## src/usv_pkg.sv

```systemverilog
package usv_pkg;
	// endpoint control register layout
	localparam int EP_STALL_BIT         = 1;
	// descriptor status word layout
	localparam int DESC_OWNER_BIT       = 15;
	localparam int DESC_STALL_EN_BIT    = 10;
	localparam int DESC_WIDTH           = 16;
	// usb_config_register_two layout
	localparam int CFG2_CMP_DIS_BIT     = 1;
	localparam int CFG2_CMP_SEL_BIT     = 0;
	// register map, word addresses
	localparam logic [7:0] ADDR_CFG2     = 8'h00;
	localparam logic [7:0] ADDR_VBUS     = 8'h01;
	localparam logic [7:0] ADDR_HOSTMODE = 8'h02;
	localparam logic [7:0] ADDR_EP_BASE  = 8'h10;
	localparam logic [7:0] ADDR_EP_MASK  = 8'hf0;
	localparam int         NUM_EP        = 16;
	localparam int         EP_IDX_W      = 4;
	localparam logic [7:0] CFG2_RESET    = 8'h00;
	localparam logic [7:0] EP_CTRL_RESET = 8'h00;

	// decoded vbus session state
	typedef enum logic [1:0] {
		VBUS_BELOW_SESS_END = 2'b00,
		VBUS_SESS_END_VALID = 2'b01,
		VBUS_SESS_VALID     = 2'b10,
		VBUS_ABOVE_VALID    = 2'b11
	} usv_vbus_type;

	// handshake answer chosen for a token
	typedef enum logic [1:0] {
		HS_NONE  = 2'b00,
		HS_ACK   = 2'b01,
		HS_NAK   = 2'b10,
		HS_STALL = 2'b11
	} usv_hs_type;
endpackage

```

## src/usv_ep_if.sv

```systemverilog
`timescale 1ns/1ps
// endpoint stall flag state shared between top and the stall decision
interface usv_ep_if #(parameter int NUM_EP = 16);
	logic [NUM_EP-1:0] stall_flag;
	logic [NUM_EP-1:0] sie_set;
	modport owner (output stall_flag, input sie_set);
	modport user  (input stall_flag, output sie_set);
endinterface

```

## src/usv_vbus_decode.sv

```systemverilog
`timescale 1ns/1ps
module usv_vbus_decode
	import usv_pkg::*;
(
	input  wire logic         clk_sys,
	input  wire logic         srst,
	input  wire logic         clk_en,
	input  wire logic         cmp_sel,
	input  wire logic         cmp_a_meta,
	input  wire logic         cmp_b_meta,
	input  wire logic         vbus_vld_meta,
	input  wire logic         sess_vld_meta,
	input  wire logic         sess_end_meta,
	output usv_vbus_type      vbus_state,
	output logic              code_err
);
	logic [4:0]   sync_ff, nxt_sync;
	usv_vbus_type state_ff, nxt_state;
	logic         err_ff, nxt_err;

	// second synchroniser stage and table decode
	always_comb begin
		nxt_sync  = {cmp_a_meta, cmp_b_meta, vbus_vld_meta, sess_vld_meta, sess_end_meta};
		nxt_state = state_ff;
		nxt_err   = 1'b0;
		if (!cmp_sel) begin
			unique case (sync_ff[4:3])
				2'b00: nxt_state = VBUS_BELOW_SESS_END;
				2'b10: nxt_state = VBUS_SESS_END_VALID;
				2'b01: nxt_state = VBUS_SESS_VALID;
				2'b11: nxt_state = VBUS_ABOVE_VALID;
			endcase
		end else begin
			// illegal triples keep the last good state and raise an error level
			case (sync_ff[2:0])
				3'b001:  nxt_state = VBUS_BELOW_SESS_END;
				3'b000:  nxt_state = VBUS_SESS_END_VALID;
				3'b010:  nxt_state = VBUS_SESS_VALID;
				3'b110:  nxt_state = VBUS_ABOVE_VALID;
				default: nxt_err = 1'b1;
			endcase
		end
	end

	always_ff @(posedge clk_sys) begin
		if (srst) begin
			sync_ff  <= '0;
			state_ff <= VBUS_BELOW_SESS_END;
			err_ff   <= 1'b0;
		end else if (clk_en) begin
			sync_ff  <= nxt_sync;
			state_ff <= nxt_state;
			err_ff   <= nxt_err;
		end
	end

	assign vbus_state = state_ff;
	assign code_err   = err_ff;
endmodule

```

## src/usv_stall_ctrl.sv

```systemverilog
`timescale 1ns/1ps
module usv_stall_ctrl
	import usv_pkg::*;
#(
	parameter int NUM_EP = 16
)(
	input  wire logic                  clk_sys,
	input  wire logic                  srst,
	input  wire logic                  clk_en,
	usv_ep_if.user                     ep,
	input  wire logic                  host_mode,
	input  wire logic                  tok_valid,
	input  wire logic [EP_IDX_W-1:0]   tok_ep,
	input  wire logic                  tok_is_in,
	input  wire logic [DESC_WIDTH-1:0] tok_desc,
	output usv_hs_type                 hs_code,
	output logic                       hs_valid,
	output logic [EP_IDX_W-1:0]        hs_ep
);
	usv_hs_type          hs_ff, nxt_hs;
	logic                vld_ff, nxt_vld;
	logic [EP_IDX_W-1:0] ep_ff, nxt_ep;
	logic                own, descriptor_stall_enable, flag;

	// nak and stall ignore direction; otherwise in tokens get no handshake and out tokens get an ack
	always_comb begin
		own     = tok_desc[DESC_OWNER_BIT];
		descriptor_stall_enable  = tok_desc[DESC_STALL_EN_BIT];
		flag    = ep.stall_flag[tok_ep];
		nxt_vld = tok_valid;
		nxt_ep  = tok_ep;
		ep.sie_set = '0;
		if (!tok_valid) begin
			nxt_hs = HS_NONE;
		end else if (host_mode) begin
			nxt_hs = tok_is_in ? HS_NONE : HS_ACK;
		end else if (!own) begin
			nxt_hs = HS_NAK;
		end else if (flag || descriptor_stall_enable) begin
			nxt_hs = HS_STALL;
			ep.sie_set[tok_ep] = descriptor_stall_enable;
		end else begin
			nxt_hs = tok_is_in ? HS_NONE : HS_ACK;
		end
	end

	always_ff @(posedge clk_sys) begin
		if (srst) begin
			hs_ff  <= HS_NONE;
			vld_ff <= 1'b0;
			ep_ff  <= '0;
		end else if (clk_en) begin
			hs_ff  <= nxt_hs;
			vld_ff <= nxt_vld;
			ep_ff  <= nxt_ep;
		end
	end

	assign hs_code  = hs_ff;
	assign hs_valid = vld_ff;
	assign hs_ep    = ep_ff;
endmodule

```

## src/usv_top.sv

```systemverilog
`timescale 1ns/1ps
module usv_top
	import usv_pkg::*;
#(
	parameter int NUM_EP = 16
)(
	input  wire logic                  clk_sys,
	input  wire logic                  srst,
	input  wire logic                  clk_en,
	input  wire logic [7:0]            reg_addr,
	input  wire logic [7:0]            reg_wdata,
	input  wire logic                  reg_wr,
	input  wire logic                  reg_rd,
	output logic [7:0]                 reg_rdata,
	input  wire logic                  tok_valid,
	input  wire logic [EP_IDX_W-1:0]   tok_ep,
	input  wire logic                  tok_is_in,
	input  wire logic [DESC_WIDTH-1:0] tok_desc,
	output usv_hs_type                 hs_code,
	output logic                       hs_valid,
	output logic [EP_IDX_W-1:0]        hs_ep,
	input  wire logic                  comparator_state_in_a,
	input  wire logic                  comparator_state_in_b,
	input  wire logic                  vbus_valid_in,
	input  wire logic                  session_valid_in,
	input  wire logic                  session_end_in,
	input  wire usv_vbus_type          internal_vbus_state,
	output usv_vbus_type               vbus_state,
	output logic                       external_mode
);
	usv_ep_if #(.NUM_EP(NUM_EP)) ep_bus ();

	logic [7:0]        cfg2_ff, nxt_cfg2;
	logic              host_ff, nxt_host;
	logic [NUM_EP-1:0] stall_ff, nxt_stall;
	logic [7:0]        rdata_ff, nxt_rdata;
	logic [4:0]        pin_meta_ff;
	usv_vbus_type      ext_state;
	logic              ext_err;

	// word address decode for the endpoint control bank
	function automatic logic is_ep_addr(input logic [7:0] a);
		return (a & ADDR_EP_MASK) == ADDR_EP_BASE;
	endfunction

	// register writes; hardware set wins over a firmware clear in the same cycle
	always_comb begin
		nxt_cfg2  = cfg2_ff;
		nxt_host  = host_ff;
		nxt_stall = stall_ff;
		if (reg_wr && reg_addr == ADDR_CFG2)
			nxt_cfg2 = reg_wdata;
		if (reg_wr && reg_addr == ADDR_HOSTMODE)
			nxt_host = reg_wdata[0];
		if (reg_wr && is_ep_addr(reg_addr))
			nxt_stall[reg_addr[EP_IDX_W-1:0]] = reg_wdata[EP_STALL_BIT];
		nxt_stall = nxt_stall | ep_bus.sie_set;
	end

	// read mux, data valid the cycle after the strobe
	always_comb begin
		nxt_rdata = 8'h00;
		if (reg_rd) begin
			if (reg_addr == ADDR_CFG2)
				nxt_rdata = cfg2_ff;
			else if (reg_addr == ADDR_VBUS)
				nxt_rdata = {5'h00, ext_err, vbus_state};
			else if (reg_addr == ADDR_HOSTMODE)
				nxt_rdata = {7'h00, host_ff};
			else if (is_ep_addr(reg_addr))
				nxt_rdata[EP_STALL_BIT] = stall_ff[reg_addr[EP_IDX_W-1:0]];
		end
	end

	always_ff @(posedge clk_sys) begin
		if (srst) begin
			cfg2_ff     <= CFG2_RESET;
			host_ff     <= 1'b0;
			stall_ff    <= '0;
			rdata_ff    <= 8'h00;
			pin_meta_ff <= '0;
		end else if (clk_en) begin
			cfg2_ff     <= nxt_cfg2;
			host_ff     <= nxt_host;
			stall_ff    <= nxt_stall;
			rdata_ff    <= nxt_rdata;
			pin_meta_ff <= {comparator_state_in_a, comparator_state_in_b,
				vbus_valid_in, session_valid_in, session_end_in};
		end
	end

	// stall flag drives the handshake decision, not just status
	assign ep_bus.stall_flag = stall_ff;

	usv_stall_ctrl #(.NUM_EP(NUM_EP)) u_stall (
		.clk_sys   (clk_sys),
		.srst      (srst),
		.clk_en    (clk_en),
		.ep        (ep_bus.user),
		.host_mode (host_ff),
		.tok_valid (tok_valid),
		.tok_ep    (tok_ep),
		.tok_is_in (tok_is_in),
		.tok_desc  (tok_desc),
		.hs_code   (hs_code),
		.hs_valid  (hs_valid),
		.hs_ep     (hs_ep)
	);

	usv_vbus_decode u_vbus (
		.clk_sys       (clk_sys),
		.srst          (srst),
		.clk_en        (clk_en),
		.cmp_sel       (cfg2_ff[CFG2_CMP_SEL_BIT]),
		.cmp_a_meta    (pin_meta_ff[4]),
		.cmp_b_meta    (pin_meta_ff[3]),
		.vbus_vld_meta (pin_meta_ff[2]),
		.sess_vld_meta (pin_meta_ff[1]),
		.sess_end_meta (pin_meta_ff[0]),
		.vbus_state    (ext_state),
		.code_err      (ext_err)
	);

	// internal comparators are bypassed once disabled by software
	assign external_mode = cfg2_ff[CFG2_CMP_DIS_BIT];
	assign vbus_state    = external_mode ? ext_state : internal_vbus_state;
	assign reg_rdata     = rdata_ff;
endmodule

```

## config.mk

```make
export PLATFORM = sky130hd
export DESIGN_NAME = usv_top
export DESIGN_NICKNAME = d
export VERILOG_FILES = /design/src/usv_pkg.sv /design/src/usv_ep_if.sv /design/src/usv_vbus_decode.sv /design/src/usv_stall_ctrl.sv /design/src/usv_top.sv
export SDC_FILE = /design/constraint.sdc
export NUM_CORES = 1
export LEC_CHECK = 0
export ABC_AREA = 1
export ABC_CLOCK_PERIOD_IN_PS = 1300
export BUFFER_PORTS_ARGS = -buffer_cell sky130_fd_sc_hd__buf_4
export CORE_UTILIZATION = 34
export DETAILED_ROUTE_END_ITERATION = 16
export PLACE_DENSITY_LB_ADDON = 0.15
export SYNTH_ARGS = -nofsm -noshare
export SYNTH_HDL_FRONTEND = slang
export SYNTH_SLANG_ARGS = --single-unit
```

## constraint.sdc

```tcl
create_clock -name clk_sys -period 1.3 [get_ports clk_sys]
set_clock_uncertainty 0.15 [all_clocks]
set_input_delay 0 -clock clk_sys [delete_from_list [all_inputs] [get_ports clk_sys]]
set_output_delay 0 -clock clk_sys [all_outputs]
set_load 0.05 [all_outputs]
```

==> flow_metrics.tcl <==
set metrics [dict create \
    slew_headroom_pct 80.2 \
    synthToLayoutAreaGrowth_pct 46.9 \
    first_pass_iters 4 \
    routed_via_density 4.88 \
    synthCells 461 \
    fillers 843 \
    rsz0062_at_grt "yes" \
    outcome "complete, but fails checks" \
    routed-via-count 3311 \
    finalSetupViolCount 8 \
    antenna_left 0 \
    yosys_warnings 0 \
    synth_area_leaders "dfxtp_1 (36%), nand2_1 (17%), o21ai_0 (8.2%)" \
    start_util_pct 35.4 \
    totalWireLength_mm 9.12 \
    wl_per_cell_um 13.4 \
    grt-ovfl-total 0 \
    cts_root_buf "clkbuf_8" \
    grt_max_degree 41 \
    arrival_ns 1.50 \
    syn_nets 511 \
    remaining_drc_errors 0 \
    end_kind "flop" \
    antenna_cells 0 \
    p_total_mw 3.59 \
    drive_above_1_share_pct 30.8 \
    dp.cells 644 \
    numCtsBuffers 5 \
    path_clk_slew_ns 0.11 \
    layout_common_cells "nand2_1 (124), buf_4 (90), nor2_1 (48)" \
    synthDistinctLibCells 29 \
    grt_pass1_wl_mm 14.5 \
    gp_congestion 0.846 \
    die_w_um 94.8 \
    netlist.area_leader.share_pct 36.3 \
    final_core_util_pct 52.0 \
    startpoint_type "flop" \
    netlist_area_sq_mm 0.00293 \
    leakagePower_nw 2.10 \
    vdd_ir_drop_max_mv 0.478 \
    tightestPinTransition_ns 0.296 \
    grt_pass1_vias 3061 \
    max-clock-path-buffers 2 \
    rows 33 \
    numClockSinks 53 \
    post-route-period-util_pct 107 \
    drtIter0Drc 122 \
    nets 623 \
    cp_max_fo 3 \
    hp-class "in2reg" \
    cts_tree "built" \
    hold_buffers 23 \
    fin_crit_ns 1.39 \
    antenna_found_initial 0 \
    hpwlAfterDp_mm 6.59 \
    core-area_sq_mm 0.00826 \
    violations "negative hold slack, negative setup slack" \
    synth-seq-cells 53 \
    drv_cap 0 \
    synth_area_leader_cell "dfxtp_1" \
    dieHeight_um 94.8 \
    setup_ws_ns -0.0919 \
    io_buffers 53 \
    track_usage_pct 20.9 \
    fmax_mhz 718 \
    required_ns 1.41 \
    ys_seq_area_share_pct 36.3 \
    avgSynthCellArea_sq_um 6.35 \
    clk_latency_ns 0.32 \
    io_pins 68 \
    report.final.slew_viol_count 0 \
    layout_commonest_cell "nand2_1" \
    p_per_area_mw_per_mm2 836 \
    instances_no_fill 679 \
    cts_htree_levels 2 \
    critPathKind "reg2reg" \
    die-area_sq_mm 0.00898 \
    worst_hold_slack_ns -0.142 \
    hold_viol 3 \
]
state kept, by name (all words and copies together), names as in the netlist:
register and flops:
cfg2_ff 8, ep_bus.stall_flag 16, host_ff 1, pin_meta_ff 5
reg_rdata 8, u_stall.hs_code 2, u_stall.hs_ep 4, u_stall.hs_valid 1
u_vbus.code_err 1, u_vbus.sync_ff 5, u_vbus.vbus_state 2
worst max-delay path, cell delays in order, from the launching register on:
cell and delay (ns):
dfxtp_2 0.35, inv_2 0.05, o21ai_1 0.12, nand2_1 0.06, nand2_1 0.07, nand2_1 0.07, nand2_1 0.07, inv_1 0.04
nand2_2 0.09, nand2_1 0.06, nand2_1 0.06, nand2_1 0.04, a21oi_1 0.10
repair_timing:
item,in CTS,in global routing
endpoints found under the hold margin,33,2
resized for setup,29,38
gates cloned,0,1
setup endpoints to repair,20,39
pin swaps,16,24
buffers inserted,2,2
kinds of logic (layout without fill, tap and decap cells):
family,count (synthesis),in the layout,synth area share [%]
and+or+nand+nor,230,230,34.0
AOI/OAI and AO/OA,102,102,19.3
buffers and inverters,76,189,10.4
DFF,53,53,36.3
report_power, final:
part | internal (mW) | switching [mW]
combinational | 0.366 | 0.437
clock | 0.409 | 0.639
sequential | 1.69 | 0.0463
total | 2.47 | 1.12
per-stage QoR:
stage	area, sq um	TNS, ns	worst slack [ns]	hold slack (ns)
5_1_grt	4300	-1.50	-0.173	-0.105
6_report	4300	-0.308	-0.0919	-0.142
2_1_floorplan	2960	-0.0968	-0.0914	-0.0151
3_3_place_gp	3760	-3.44	-0.259	0.0716
3_5_place_dp	3760	-3.95	-0.266	0.0775
4_1_cts	4160	-0.352	-0.0776	-0.143
worst paths after layout:
check	from	slack, ns	end	cells past startpoint
hold reg to reg	cfg2_ff[6]$_SDFFE_PP0P_	0.31	reg_rdata[6]$_SDFFE_PP0P_	2
setup reg to reg	ep_bus.stall_flag[12]$_SDFFE_PP0P_	-0.09	u_stall.hs_code[0]$_SDFFE_PP0P_	12
setup / recovery	ep_bus.stall_flag[12]$_SDFFE_PP0P_	-0.09	u_stall.hs_code[0]$_SDFFE_PP0P_	12
hold / removal	reg_wr	-0.14	host_ff$_SDFFE_PP0P_	3
Yosys cell counts:
master,number
inv_2,5
a21oi_1,34
nand2_4,2
buf_6,1
o221ai_1,1
o211ai_1,12
nor2_4,8
clkinv_1,1
a31oi_1,1
nor3_2,1
nor2_1,52
clkbuf_1,11
nand3_1,29
o211a_1,1
or2_2,1
o21ai_0,48
nor2_2,1
buf_4,1
o31ai_1,1
o21bai_1,1
a211oi_1,1
nand2_1,131
inv_1,52
nor3_1,2
o2111ai_1,1
buf_2,5
nand4_1,3
dfxtp_1,53
o41ai_1,1
layout make-up:
| class | count | area [sq um] | share of cell area, % |
|---|---|---|---|
| Multi-Input combinational cell | 332 | 1680 | 39.1 |
| Sequential cell | 53 | 1090 | 25.3 |
| Timing Repair Buffer | 123 | 1080 | 25.2 |
| Inverter | 58 | 220 | 5.13 |
| Tap cell | 105 | 131 | 3.06 |
| Clock buffer | 5 | 68.8 | 1.60 |
| Clock inverter | 3 | 28.8 | 0.670 |
per-layer routing:
metal / GRT usage [%] / share of wire (%)
met5: 0 / 0
met4: 5.56 / 1.4
met3: 2.42 / 4.0
met2: 35.5 / 49
met1: 28.0 / 46
Power figures use the tool's default switching activity.
